<file path="src/trip_pkg.sv">
// Package with register map, fault codes and timing constants for the trip recorder.
package trip_pkg;
    localparam int CLOCK_HZ = 20_000_000;
    localparam int SAVE_SETTLE_MS = 6000;
    localparam int SAVE_SETTLE_CYCLES = SAVE_SETTLE_MS * (CLOCK_HZ / 1000);

    localparam int ADDR_W = 12;
    localparam logic [11:0] REG_CTRL = 12'h000;
    localparam logic [11:0] REG_INIT_SEL = 12'h004;
    localparam logic [11:0] REG_LOCK_MODE = 12'h008;
    localparam logic [11:0] REG_MAX_FREQ = 12'h00C;
    localparam logic [11:0] REG_UPPER_LIMIT = 12'h010;
    localparam logic [11:0] REG_FREQ_CMD = 12'h014;
    localparam logic [11:0] REG_EDIT = 12'h018;
    localparam logic [11:0] REG_STORE = 12'h01C;
    localparam logic [11:0] REG_STATUS = 12'h020;
    localparam logic [11:0] REG_NEWEST = 12'h024;
    localparam logic [11:0] REG_MIDDLE = 12'h028;
    localparam logic [11:0] REG_OLDEST = 12'h02C;
    localparam logic [11:0] REG_FREQ_OUT = 12'h030;

    localparam int CTRL_INIT_BIT = 0;
    localparam int CTRL_CLEAR_BIT = 1;
    localparam int EDIT_INDEX_LSB = 16;
    localparam int EDIT_INDEX_MSB = 18;
    localparam int STAT_TRIPPED = 0;
    localparam int STAT_PENDING = 1;
    localparam int STAT_DIRTY = 2;
    localparam int STAT_SETTLED = 3;
    localparam int STAT_REJECT = 4;
    localparam int STAT_LOST = 5;
    localparam int STAT_NV_DUE = 6;
    localparam int STAT_PHASE_LSB = 8;
    localparam int STAT_CODE_LSB = 16;

    localparam logic [2:0] PARAM_MAX_FREQ = 3'h0;
    localparam logic [2:0] PARAM_UPPER_LIMIT = 3'h1;
    localparam logic [2:0] PARAM_FREQ_CMD = 3'h2;
    localparam logic [2:0] PARAM_LOCK_MODE = 3'h3;
    localparam logic [2:0] PARAM_INIT_SEL = 3'h4;
    localparam logic [4:0] RUN_LOCK_MASK = 5'h1B;

    localparam logic [15:0] MAX_FREQ_RESET = 16'h0258;
    localparam logic [15:0] UPPER_LIMIT_RESET = 16'h0258;
    localparam logic [15:0] FREQ_CMD_RESET = 16'h0000;
    localparam logic [7:0] LOCK_MODE_RESET = 8'h00;
    localparam logic [7:0] LOCK_ALL = 8'h00;
    localparam logic [7:0] INIT_SEL_RESET = 8'h00;
    localparam logic [7:0] INIT_CLEAR_HISTORY = 8'h00;
    localparam logic [7:0] OVERLOAD_LEVEL = 8'hC0;

    localparam logic [7:0] CODE_EMPTY = 8'h00;
    localparam logic [7:0] CODE_OC_CONST = 8'h01;
    localparam logic [7:0] CODE_OC_DECEL = 8'h02;
    localparam logic [7:0] CODE_OC_ACCEL = 8'h03;
    localparam logic [7:0] CODE_OC_OTHER = 8'h04;
    localparam logic [7:0] CODE_OVERLOAD = 8'h05;
    localparam logic [7:0] CODE_OVERVOLT = 8'h07;
    localparam logic [7:0] CODE_NVMEM = 8'h08;
    localparam logic [7:0] CODE_UNDERVOLT = 8'h09;
    localparam logic [7:0] CODE_CPU = 8'h0B;
    localparam logic [7:0] CODE_OUTSIDE = 8'h0C;

    typedef enum logic [1:0] {PHASE_CONST, PHASE_DECEL, PHASE_ACCEL, PHASE_OTHER} phase_e;
    typedef enum logic {ST_READY, ST_TRIPPED} trip_e;
endpackage : trip_pkg

</file>
<file path="src/input_sync.sv">
// Two flip-flop synchroniser for a group of independent pin levels.
`timescale 1ns/1ps
module input_sync #(
    parameter int WIDTH = 1
)
(
    input wire logic clk_i,
    input wire logic rst_i,
    input wire logic [WIDTH-1:0] d_i,
    output logic [WIDTH-1:0] q_o
);
    logic [WIDTH-1:0] meta;

    // Each bit is a separate level, so skew between bits is harmless.
    always_ff @(posedge clk_i or posedge rst_i)
    begin
        if (rst_i)
        begin
            meta <= '0;
            q_o <= '0;
        end
        else
        begin
            meta <= d_i;
            q_o <= meta;
        end
    end
endmodule : input_sync

</file>
<file path="src/drive_fault_trip_recorder.sv">
// Fault trip, trip history and parameter edit logic of the motor drive, with APB registers.
`timescale 1ns/1ps
module drive_fault_trip_recorder
    import trip_pkg::*;
#(
    parameter int SAVE_CYCLES = SAVE_SETTLE_CYCLES
)
(
    input wire logic CLOCK_I,
    input wire logic RESET_I,
    input wire logic PSEL_I,
    input wire logic PENABLE_I,
    input wire logic PWRITE_I,
    input wire logic [11:0] PADDR_I,
    input wire logic [31:0] PWDATA_I,
    output logic [31:0] PRDATA_O,
    output logic PREADY_O,
    output logic PSLVERR_O,
    input wire logic OVERCURRENT_I,
    input wire logic THERMAL_I,
    input wire logic OVERVOLT_I,
    input wire logic NVMEM_FAULT_I,
    input wire logic UNDERVOLT_I,
    input wire logic CPU_FAULT_I,
    input wire logic OUTSIDE_TRIP_I,
    input wire logic FAULT_CLEAR_I,
    input wire logic EDIT_LOCK_I,
    input wire logic RUN_I,
    input wire logic STOP_RESET_KEY_I,
    input wire logic POWER_GOOD_I,
    input wire logic [7:0] LOAD_CURRENT_I,
    output logic MOTOR_ENABLE_O,
    output logic [7:0] DISPLAY_CODE_O,
    output logic [15:0] FREQ_OUT_O,
    output logic NV_WRITE_O
);
    logic [11:0] pins;
    logic oc, thermal, ov, nvmem, uv, cpu, outside;
    logic fault_clear_input, edit_lock_input, run, stop_key, pg;
    logic stop_key_d, pg_d, clear_edge, pg_fall;
    trip_e state;
    phase_e phase;
    logic [7:0] fault_code;
    logic fault_any, trip_event, nv_due, nv_pending;
    logic [31:0] newest_fault_slot, middle_fault_slot, oldest_fault_slot;
    logic [15:0] max_frequency_setting, frequency_upper_limit, freq_cmd;
    logic [7:0] lock_mode_select, init_function_select;
    logic [15:0] limit, target;
    logic overload;
    logic [2:0] pend_index;
    logic [15:0] pend_value;
    logic pend_valid, commit_try, reject, commit;
    logic run_lock_hit, soft_lock_hit;
    logic [31:0] settle_cnt;
    logic settled, save_dirty, save_lost, edit_reject;
    logic setup, wr, mapped, init_clear, flag_clear;
    logic [31:0] read_mux;

    input_sync #(.WIDTH(12)) u_sync (
        .clk_i(CLOCK_I),
        .rst_i(RESET_I),
        .d_i({POWER_GOOD_I, STOP_RESET_KEY_I, RUN_I, EDIT_LOCK_I, FAULT_CLEAR_I,
              OUTSIDE_TRIP_I, CPU_FAULT_I, UNDERVOLT_I, NVMEM_FAULT_I, OVERVOLT_I,
              THERMAL_I, OVERCURRENT_I}),
        .q_o(pins)
    );
    assign {pg, stop_key, run, edit_lock_input, fault_clear_input,
            outside, cpu, uv, nvmem, ov, thermal, oc} = pins;

    always_ff @(posedge CLOCK_I or posedge RESET_I)
    begin
        if (RESET_I)
        begin
            stop_key_d <= 1'b0;
            pg_d <= 1'b0;
        end
        else
        begin
            stop_key_d <= stop_key;
            pg_d <= pg;
        end
    end
    assign clear_edge = stop_key && !stop_key_d;
    assign pg_fall = pg_d && !pg;

    // APB decode; the slave never waits, so every access completes in two cycles.
    assign setup = PSEL_I && !PENABLE_I;
    assign wr = PSEL_I && PENABLE_I && PWRITE_I;
    assign PREADY_O = 1'b1;
    assign PSLVERR_O = PSEL_I && PENABLE_I && !mapped;
    assign init_clear = wr && PADDR_I == REG_CTRL && PWDATA_I[CTRL_INIT_BIT]
                        && init_function_select == INIT_CLEAR_HISTORY;
    assign flag_clear = wr && PADDR_I == REG_CTRL && PWDATA_I[CTRL_CLEAR_BIT];

    always_comb
    begin
        mapped = 1'b1;
        read_mux = 32'h0000_0000;
        case (PADDR_I)
            REG_CTRL, REG_STORE: read_mux = 32'h0000_0000;
            REG_INIT_SEL: read_mux = {24'h000000, init_function_select};
            REG_LOCK_MODE: read_mux = {24'h000000, lock_mode_select};
            REG_MAX_FREQ: read_mux = {16'h0000, max_frequency_setting};
            REG_UPPER_LIMIT: read_mux = {16'h0000, frequency_upper_limit};
            REG_FREQ_CMD: read_mux = {16'h0000, freq_cmd};
            REG_EDIT: read_mux = {13'h0000, pend_index, pend_value};
            REG_STATUS:
            begin
                read_mux[STAT_TRIPPED] = state == ST_TRIPPED;
                read_mux[STAT_PENDING] = pend_valid;
                read_mux[STAT_DIRTY] = save_dirty;
                read_mux[STAT_SETTLED] = settled;
                read_mux[STAT_REJECT] = edit_reject;
                read_mux[STAT_LOST] = save_lost;
                read_mux[STAT_NV_DUE] = nv_pending;
                read_mux[STAT_PHASE_LSB +: 2] = phase;
                read_mux[STAT_CODE_LSB +: 8] = DISPLAY_CODE_O;
            end
            REG_NEWEST: read_mux = newest_fault_slot;
            REG_MIDDLE: read_mux = middle_fault_slot;
            REG_OLDEST: read_mux = oldest_fault_slot;
            REG_FREQ_OUT: read_mux = {16'h0000, FREQ_OUT_O};
            default: mapped = 1'b0;
        endcase
    end

    // Read data is captured in the setup cycle so it stands through the access phase.
    always_ff @(posedge CLOCK_I or posedge RESET_I)
    begin
        if (RESET_I)
            PRDATA_O <= 32'h0000_0000;
        else if (setup && !PWRITE_I)
            PRDATA_O <= read_mux;
    end

    // Fault classification with fixed priority; processor faults come first.
    assign nv_due = nv_pending && pg;
    assign fault_any = oc || thermal || ov || nvmem || uv || cpu || outside || nv_due;
    assign trip_event = state == ST_READY && fault_any;
    always_comb
    begin
        fault_code = CODE_EMPTY;
        if (cpu)
            fault_code = CODE_CPU;
        else if (nvmem || nv_due)
            fault_code = CODE_NVMEM;
        else if (uv)
            fault_code = CODE_UNDERVOLT;
        else if (ov)
            fault_code = CODE_OVERVOLT;
        else if (oc)
        begin
            case (phase)
                PHASE_CONST: fault_code = CODE_OC_CONST;
                PHASE_DECEL: fault_code = CODE_OC_DECEL;
                PHASE_ACCEL: fault_code = CODE_OC_ACCEL;
                default: fault_code = CODE_OC_OTHER;
            endcase
        end
        else if (thermal)
            fault_code = CODE_OVERLOAD;
        else if (outside)
            fault_code = CODE_OUTSIDE;
    end

    always_ff @(posedge CLOCK_I or posedge RESET_I)
    begin
        if (RESET_I)
            state <= ST_READY;
        else
        begin
            case (state)
                ST_READY: if (trip_event) state <= ST_TRIPPED;
                ST_TRIPPED: if (clear_edge) state <= ST_READY;
                default: state <= ST_READY;
            endcase
        end
    end

    always_ff @(posedge CLOCK_I or posedge RESET_I)
    begin
        if (RESET_I)
        begin
            MOTOR_ENABLE_O <= 1'b0;
            DISPLAY_CODE_O <= CODE_EMPTY;
        end
        else
        begin
            MOTOR_ENABLE_O <= run && pg && state == ST_READY && !trip_event;
            if (trip_event)
                DISPLAY_CODE_O <= fault_code;
            else if (state == ST_TRIPPED && clear_edge)
                DISPLAY_CODE_O <= CODE_EMPTY;
        end
    end

    // A power loss while the fault clear input is high is remembered until power is good again, then it trips.
    always_ff @(posedge CLOCK_I or posedge RESET_I)
    begin
        if (RESET_I)
            nv_pending <= 1'b0;
        else if (pg_fall && fault_clear_input)
            nv_pending <= 1'b1;
        else if (trip_event && fault_code == CODE_NVMEM)
            nv_pending <= 1'b0;
    end

    // A trip in the same cycle as an erase wins, so the new fault is never lost.
    always_ff @(posedge CLOCK_I or posedge RESET_I)
    begin
        if (RESET_I)
        begin
            newest_fault_slot <= {24'h000000, CODE_EMPTY};
            middle_fault_slot <= {24'h000000, CODE_EMPTY};
            oldest_fault_slot <= {24'h000000, CODE_EMPTY};
        end
        else if (trip_event)
        begin
            newest_fault_slot <= {FREQ_OUT_O, LOAD_CURRENT_I, fault_code};
            middle_fault_slot <= newest_fault_slot;
            oldest_fault_slot <= middle_fault_slot;
        end
        else if (init_clear)
        begin
            newest_fault_slot <= {24'h000000, CODE_EMPTY};
            middle_fault_slot <= {24'h000000, CODE_EMPTY};
            oldest_fault_slot <= {24'h000000, CODE_EMPTY};
        end
    end

    // Output frequency ramps one step a cycle toward a clamped target, but drops straight to the limit when above it.
    assign limit = max_frequency_setting < frequency_upper_limit ?
                   max_frequency_setting : frequency_upper_limit;
    assign target = (run && pg && state == ST_READY) ?
                    (freq_cmd < limit ? freq_cmd : limit) : 16'h0000;
    assign overload = LOAD_CURRENT_I >= OVERLOAD_LEVEL;
    always_comb
    begin
        if (overload && FREQ_OUT_O != 16'h0000)
            phase = PHASE_DECEL;
        else if (FREQ_OUT_O < target)
            phase = PHASE_ACCEL;
        else if (FREQ_OUT_O > target)
            phase = PHASE_DECEL;
        else if (FREQ_OUT_O != 16'h0000)
            phase = PHASE_CONST;
        else
            phase = PHASE_OTHER;
    end

    always_ff @(posedge CLOCK_I or posedge RESET_I)
    begin
        if (RESET_I)
            FREQ_OUT_O <= 16'h0000;
        else if (FREQ_OUT_O > limit)
            FREQ_OUT_O <= limit;
        else if (overload && FREQ_OUT_O != 16'h0000)
            FREQ_OUT_O <= FREQ_OUT_O - 16'h0001;
        else if (FREQ_OUT_O < target)
            FREQ_OUT_O <= FREQ_OUT_O + 16'h0001;
        else if (FREQ_OUT_O > target)
            FREQ_OUT_O <= FREQ_OUT_O - 16'h0001;
    end

    // Edits wait in a pending slot; only the store register moves them into effect.
    assign commit_try = wr && PADDR_I == REG_STORE && pend_valid;
    assign run_lock_hit = run && RUN_LOCK_MASK[pend_index];
    assign soft_lock_hit = edit_lock_input
                           && (lock_mode_select == LOCK_ALL || pend_index != PARAM_FREQ_CMD);
    assign reject = run_lock_hit || soft_lock_hit;
    assign commit = commit_try && !reject && !pg_fall;

    always_ff @(posedge CLOCK_I or posedge RESET_I)
    begin
        if (RESET_I)
        begin
            pend_index <= 3'h0;
            pend_value <= 16'h0000;
            pend_valid <= 1'b0;
        end
        else if (pg_fall || commit_try)
            pend_valid <= 1'b0;
        else if (wr && PADDR_I == REG_EDIT)
        begin
            pend_index <= PWDATA_I[EDIT_INDEX_MSB:EDIT_INDEX_LSB];
            pend_value <= PWDATA_I[15:0];
            pend_valid <= 1'b1;
        end
    end

    always_ff @(posedge CLOCK_I or posedge RESET_I)
    begin
        if (RESET_I)
        begin
            max_frequency_setting <= MAX_FREQ_RESET;
            frequency_upper_limit <= UPPER_LIMIT_RESET;
            freq_cmd <= FREQ_CMD_RESET;
            lock_mode_select <= LOCK_MODE_RESET;
            init_function_select <= INIT_SEL_RESET;
        end
        else if (commit)
        begin
            case (pend_index)
                PARAM_MAX_FREQ: max_frequency_setting <= pend_value;
                PARAM_UPPER_LIMIT: frequency_upper_limit <= pend_value;
                PARAM_FREQ_CMD: freq_cmd <= pend_value;
                PARAM_LOCK_MODE: lock_mode_select <= pend_value[7:0];
                PARAM_INIT_SEL: init_function_select <= pend_value[7:0];
                default: freq_cmd <= freq_cmd;
            endcase
        end
    end

    // The save only counts as safe once the full settle time has passed since the last commit.
    assign settled = settle_cnt >= 32'(SAVE_CYCLES);
    always_ff @(posedge CLOCK_I or posedge RESET_I)
    begin
        if (RESET_I)
            settle_cnt <= 32'h0000_0000;
        else if (commit)
            settle_cnt <= 32'h0000_0000;
        else if (!settled)
            settle_cnt <= settle_cnt + 32'h0000_0001;
    end

    always_ff @(posedge CLOCK_I or posedge RESET_I)
    begin
        if (RESET_I)
        begin
            save_dirty <= 1'b0;
            save_lost <= 1'b0;
            NV_WRITE_O <= 1'b0;
        end
        else
        begin
            NV_WRITE_O <= pg_fall && save_dirty && settled;
            if (pg_fall)
                save_dirty <= 1'b0;
            else if (commit)
                save_dirty <= 1'b1;
            if (pg_fall && save_dirty && !settled)
                save_lost <= 1'b1;
            else if (flag_clear)
                save_lost <= 1'b0;
        end
    end

    always_ff @(posedge CLOCK_I or posedge RESET_I)
    begin
        if (RESET_I)
            edit_reject <= 1'b0;
        else if (commit_try && reject)
            edit_reject <= 1'b1;
        else if (flag_clear)
            edit_reject <= 1'b0;
    end
endmodule : drive_fault_trip_recorder

</file>
<file path="config.mk">
export PLATFORM = sky130hd
export DESIGN_NAME = drive_fault_trip_recorder
export DESIGN_NICKNAME = d
export VERILOG_FILES = /design/src/trip_pkg.sv /design/src/input_sync.sv /design/src/drive_fault_trip_recorder.sv
export SDC_FILE = /design/constraint.sdc
export NUM_CORES = 1
export LEC_CHECK = 0
export ABC_AREA = 1
export BUFFER_PORTS_ARGS = -buffer_cell sky130_fd_sc_hd__buf_4
export CORE_MARGIN = 3
export CORE_UTILIZATION = 58
export DETAILED_ROUTE_END_ITERATION = 16
export PLACE_DENSITY = 0.89
export SKIP_LAST_GASP = 1
export SLEW_MARGIN = 20
export SYNTH_ARGS = -nofsm -noshare
export SYNTH_HDL_FRONTEND = slang
export SYNTH_HIERARCHICAL = 1
export SYNTH_SLANG_ARGS = --single-unit
</file>
<file path="constraint.sdc">
create_clock -name CLOCK_I -period 8.5 [get_ports CLOCK_I]
set_input_delay 0.425 -clock CLOCK_I [delete_from_list [all_inputs] [get_ports CLOCK_I]]
set_output_delay 0.425 -clock CLOCK_I [all_outputs]
set_load 0.01 [all_outputs]
</file>
Word-level counts from Yosys, hierarchy flattened

Memories as Yosys holds them, arrays and structs flattened.
Index checks and enable logic that the tools add are counted.

Flip-flop bits (word level): 301
Latch bits: 0
Bits in writable memories: 0
Bits in read-only memories: 8
Input bits: 69
Word-level logic and storage cells: 180
Memories: 1

$add $sub $neg: 3
$mul: 0
Div/mod/pow operators: 0
Order comparisons: 8
Equality and inequality tests: 21
Shifts and indexed selects: 0
Multiplexer cells: 47
Bitwise logic cells: 2
Reduce and logical (&&, ||, !) cells: 72

Memory list:

| memory           | depth | bits a word | read ports | clocked after memory_dff | wr ports | line                             | source |
|---|---|---|---|---|---|---|---|
| (name not given) | 8     | 1           | 1          | 0                        | 0        | drive_fault_trip_recorder.sv:267 | `assign run_lock_hit = run && RUN_LOCK_MASK[pend_index];` |

Operator list:

| cell                                                                | count |
|---|---|
| 2-to-1 mux 32 bit                                                   | 6 |
| 2-to-1 mux 16 bit                                                   | 7 |
| one-hot mux 7 bit (11 select lines)                                 | 1 |
| == test 12 x 6 -> 1 bit, second input constant                      | 5 |
| 2-to-1 mux 8 bit                                                    | 7 |
| == test 12 x 5 -> 1 bit, second input constant                      | 4 |
| less-than comparator 16 bit                                         | 3 |
| one-hot mux 6 bit (8 select lines)                                  | 1 |
| one-hot mux 8 bit (5 select lines)                                  | 1 |
| adder 32 x 1 -> 32 bit, second input constant                       | 1 |
| greater-or-equal comparator 32 x 27 -> 1 bit, second input constant | 1 |
| > comparator 16 bit                                                 | 2 |
| logical AND 1 bit                                                   | 31 |
| == test 12 x 4 -> 1 bit, second input constant                      | 2 |
| one-hot mux 8 bit (3 select lines)                                  | 1 |
| one-hot mux 2 bit (9 select lines)                                  | 1 |
| adder 16 x 1 -> 16 bit, second input constant                       | 1 |
| zero test 8 bit                                                     | 2 |
| nonzero test 16 bit                                                 | 1 |
| subtractor 16 x 1 -> 16 bit, second input constant                  | 1 |
| nonzero test 2 bit                                                  | 7 |
| 2-to-1 mux 1 bit                                                    | 13 |
| OR reduction 13 bit                                                 | 1 |
| == test 12 x 3 -> 1 bit, second input constant                      | 1 |
| 23 further kinds                                                    | 52 |

Depth between registers and ports, before layout

Depth in word-level cells: 20
Gate-level depth with buffers: 44
Mapped depth without buffers: 41

Cells and area by module

Netlist, hierarchy kept.

Modules (own cells, without submodules):

| module                    | times used | cells an instance | area an instance (um2) | seq. area each (um2) |
|---|---|---|---|---|
| drive_fault_trip_recorder | 1          | 1829              | 14478.9                | 6541.3 |
| input_sync                | 1          | 25                | 604.3                  | 600.6 |

Least setup slack after synthesis

No wires, ideal clock.

Path kind: reg-to-reg
From: register frequency_upper_limit[9]
To: register newest_fault_slot[1]
Setup time: 0.131 ns
Arrival: 5.374 ns
Data required time: 8.369 ns
Path slack: 2.995 ns
Cell stages (with the launch flop): 38
Buffers on the path: 5
Cells stage by stage: dfstp_2 inv_1 ha_1 nand2_1 inv_1 o21ai_1 a21oi_1 nor2_2 nand2_2 buf_6 clkbuf_1 o21ai_0 ha_1 a21oi_1 nor2_1 a211oi_1 o221a_2 buf_2 [... 2 more ...] nand3_1 ha_1 nand2_1 inv_1 a221oi_1 o21ai_0 nand2_1 nand2_2 inv_1 nand2_2 buf_4 nand2_1 inv_1 ha_1 a21oi_1 o21ai_0 nand2_1 o21ai_0

Word-level cells in the longest chain between the ends: 17

Ends and longest elaborated chain:

| item                                  | line                             | source |
|---|---|---|
| start, declared                       | drive_fault_trip_recorder.sv:46  | `logic [15:0] max_frequency_setting, frequency_upper_limit, freq_cmd;` |
| start signal, assigned                | drive_fault_trip_recorder.sv:305 | `PARAM_UPPER_LIMIT: frequency_upper_limit <= pend_value;` |
| less-than comparator 16 bit           | drive_fault_trip_recorder.sv:232 | `assign limit = max_frequency_setting < frequency_upper_limit ?` |
| 2-to-1 mux 16 bit *                   | drive_fault_trip_recorder.sv:232 |  |
| less-than comparator 16 bit           | drive_fault_trip_recorder.sv:235 | `(freq_cmd < limit ? freq_cmd : limit) : 16'h0000;` |
| 2-to-1 mux 16 bit *                   | drive_fault_trip_recorder.sv:235 |  |
| 2-to-1 mux 16 bit *                   | drive_fault_trip_recorder.sv:234 | `assign target = (run && pg && state == ST_READY) ?` |
| > comparator 16 bit                   | drive_fault_trip_recorder.sv:243 | `else if (FREQ_OUT_O > target)` |
| 2-to-1 mux 2 bit                      | drive_fault_trip_recorder.sv:243 |  |
| 2-to-1 mux 2 bit *                    | drive_fault_trip_recorder.sv:241 | `else if (FREQ_OUT_O < target)` |
| 2-to-1 mux 2 bit *                    | drive_fault_trip_recorder.sv:239 | `if (overload && FREQ_OUT_O != 16'h0000)` |
| == test 2 bit (tied with other cells) | drive_fault_trip_recorder.sv:153 | `case (phase)` |
| one-hot mux 3 bit (3 select lines) *  | drive_fault_trip_recorder.sv:153 |  |
| 2-to-1 mux 8 bit *                    | drive_fault_trip_recorder.sv:151 | `else if (oc)` |
| 2-to-1 mux 8 bit *                    | drive_fault_trip_recorder.sv:149 | `else if (ov)` |
| 2-to-1 mux 8 bit *                    | drive_fault_trip_recorder.sv:147 | `else if (uv)` |
| 2-to-1 mux 8 bit *                    | drive_fault_trip_recorder.sv:145 | `else if (nvmem \|\| nv_due)` |
| 2-to-1 mux 8 bit *                    | drive_fault_trip_recorder.sv:143 | `if (cpu)` |
| 2-to-1 mux 32 bit *                   | drive_fault_trip_recorder.sv:217 | `else if (trip_event)` |
| end signal, assigned                  | drive_fault_trip_recorder.sv:213 | `newest_fault_slot <= {24'h000000, CODE_EMPTY};` |
| end signal, assigned                  | drive_fault_trip_recorder.sv:219 | `newest_fault_slot <= {FREQ_OUT_O, LOAD_CURRENT_I, fault_code};` |
| end signal, assigned                  | drive_fault_trip_recorder.sv:225 | `newest_fault_slot <= {24'h000000, CODE_EMPTY};` |
| end, declared                         | drive_fault_trip_recorder.sv:45  | `logic [31:0] newest_fault_slot, middle_fault_slot, oldest_fault_slot;` |

Every way passes the cells marked *; elsewhere a longest branch is shown, timed or not.
A chain may end at the register's enable or synchronous reset.

Worst setup path after layout

Same ends and word-level chain as after synthesis.

==> flow_summary.ini <==
[clock_tree]
post_cts_resized = 0
postCtsSetupBuffers = 0
clk_pin_slew_worst_paths_ns = 0.06
cts_sinks = 285
cts_max_path_buffers = 3
numCtsBuffers = 31
cts_tree = built
cts_max_level = 1
clock_latency_ns = 0.56
ctsHoldBuffers = 12
cts-root-buf = clkbuf_16

[sta]
period_minus_slack_ns = 7.000
setup_viol = 0
hold_viol = 0
slew_headroom = 0.3371
grt_setup_unrepaired = no
drv_slew = 0
worst_pin_slew_ns = 0.9906
min_period_over_period = 0.8235
fmax_ghz = 0.1429
finalSetupTns_ns = 0
skew_ns = 0.01407

[logic_synthesis]
synthesis.area_um2 = 15080
synth_top_cell_area_share = 0.4596
ys_dominant_reg_cell = dfrtp_1
seq_area_frac_synth = 0.4735
syn_inst = 1854
synth.avg_cell_area_um2 = 8.135
yosysTopAreaCell = dfrtp_1
synthArstFlopShare = 1.000
yosys_warnings = 6
synthDistinctLibCells = 57
synth_area_leaders = dfrtp_1 (46%), nand2_1 (8.7%), inv_1 (6.4%), ha_1 (5.2%), o21ai_0 (4.9%)
synth_edf_count = 0
ys_ff_latch = 285

[finish]
layout-drive-gt1-share = 0.1172
nets = 2081
stdcell_area_um2 = 17220
finalNonFillerCells = 2301
utilization = 0.6780
final_cell_mix = nand2_1 (347), dfrtp_1 (277), inv_1 (254), o21ai_0 (147), nor2_1 (141)
layout_commonest_cell = nand2_1
syn2layout_area_growth_pct = 14.17
n_antenna_cell = 0

[worst_setup_path]
cp_max_fo = 31
worstPathArrival_ns = 7.40
regToRegEndpoint = newest_fault_slot[1]
slowest_delay_ns = 0.76
cp_num_buf_inv = 5
worstRegToRegCells = 33
worstSetupStartpointType = flop
critical_path_class = flop to flop
worstPathRequired_ns = 8.90
r2r_slack_ns = 1.50
rr_startpoint = frequency_upper_limit[9]
slowest_stage = o21ai_0
crit_path_end_kind = flop
critPathTopFamily = compound AO/OA/AOI/OAI gates

[grt]
grt_max_degree = 140
antenna_found_initial = 0
grt_usage = 0.3227
grt_pass1_vias = 13790
overflow = 0
grt_pass1_wl_um = 73200

[detailed_routing]
final_antenna_net_count = 0
num_vias = 14130
firstDrtPassIters = 6
drc = 0
vias_per_cell = 6.141
wl_per_cell_um = 19.83
drt-initial-drc-count = 2042
wirelength_um = 45620

[placed_design]
dpl.hpwl_um = 32090
dp_cells = 2234
gp_congestion = 0.9967
portBuffers = 110
dpl_cell_area_um2 = 16050

[floorplan]
io-pin-count = 129
core_um2 = 25400
die_area_um2 = 27980
die_h_um = 167.3
initial_utilization = 0.5938
fp.dieW_um = 167.3
rows = 58

[power_and_ir_drop]
p_per_area_nw_per_um2 = 193.6
irDropWorstVdd_uv = 193.6
p_leak_uw = 0.008371
power_uw = 3334

[flow_run]
drv_cap = 0

[worst_hold_path]
hp-class = input port to async pin

[run_status]
status = completed
## power by group
| group | internal (µW) | switching, µW | leakage [µW] | total (µW) |
|---|---|---|---|---|
| clock | 827 | 557 | 0.000513 | 1380 |
| combinational | 117 | 314 | 0.00418 | 431 |
| sequential | 1460 | 57.5 | 0.00367 | 1520 |
| total | 2410 | 928 | 0.00837 | 3330 |
## cell families (layout without fill, tap and decap cells)
kind of cell	after synthesis	in the layout	synth area share
compound gates	429	429	0.1645
xor+xnor	2	2	0.001162
fa+ha+maj	63	63	0.05226
mux	1	1	0.0007465
flops	285	285	0.4735
other cells	2	5	0.0004979
simple gates	729	729	0.2155
buf+inv	343	457	0.09183
## how the worst max path moves through the flow
stage                                   from              endpoint  slack (ns)  depth (start not counted)
global route        frequency_upper_limit[4]  newest_fault_slot[1]        1.05                         33
floorplan                            RESET_I     DISPLAY_CODE_O[0]        0.90                          1
detailed placement  frequency_upper_limit[9]  newest_fault_slot[1]        1.77                         32
CTS                 frequency_upper_limit[9]  newest_fault_slot[1]        1.66                         33
global placement    frequency_upper_limit[9]  newest_fault_slot[1]        1.95                         33
finish              frequency_upper_limit[9]  newest_fault_slot[1]        1.50                         33
## cells in the mapped netlist, types with 6 or more instances
master	count
nor2_2	6
dfstp_2	8
o21ai_1	36
clkbuf_1	38
nand2_2	8
inv_1	256
o41ai_1	6
a221oi_1	21
nand2_1	348
inv_2	10
nor2_1	141
nand2_4	6
a211oi_1	7
buf_2	17
dfrtp_1	277
a21oi_1	78
o21ai_0	147
nor3_1	42
nand4_1	18
nand3_1	121
buf_4	8
ha_1	63
nor4_1	16
buf_6	6
o22ai_1	109
## cell type report
class,count,area [µm²]
inverter,270,1021
tap,330,412.9
sequential,285,7142
fill,2042,8179
clock buffer,45,908.4
clock inverter,10,135.1
timing repair buffer,132,1021
multi-input combinational,1229,6580
## stage by stage
stage / hold slack (ns) / setup WS, ns
CTS: 0.09516 / 1.660
global placement: 0.3329 / 1.951
finish: 0.07870 / 1.500
global route: 0.1002 / 1.048
detailed placement: 0.3355 / 1.767
floorplan: 0.3312 / 0.9047
## flip-flops by register name, indices dropped and copies added (netlist names), 3 cells and up
name / count
PRDATA_O: 32
settle_cnt: 32
middle_fault_slot: 28
newest_fault_slot: 28
oldest_fault_slot: 28
FREQ_OUT_O: 16
freq_cmd: 16
frequency_upper_limit: 16
max_frequency_setting: 16
pend_value: 16
u_sync/meta: 12
u_sync/q_o: 12
init_function_select: 8
lock_mode_select: 8
DISPLAY_CODE_O: 4
pend_index: 3
## layer usage
| metal | vias to the layer above | GRT usage | wire length [µm] |
|---|---|---|---|
| met5 | - | 0 | 0 |
| met4 | 0 | 0.1427 | 2267 |
| met3 | 167 | 0.06539 | 4879 |
| met2 | 831 | 0.5125 | 20790 |
| met1 | 6716 | 0.4340 | 17690 |
| li1 | 6417 | - | - |
Power figures use the tool's default switching activity.
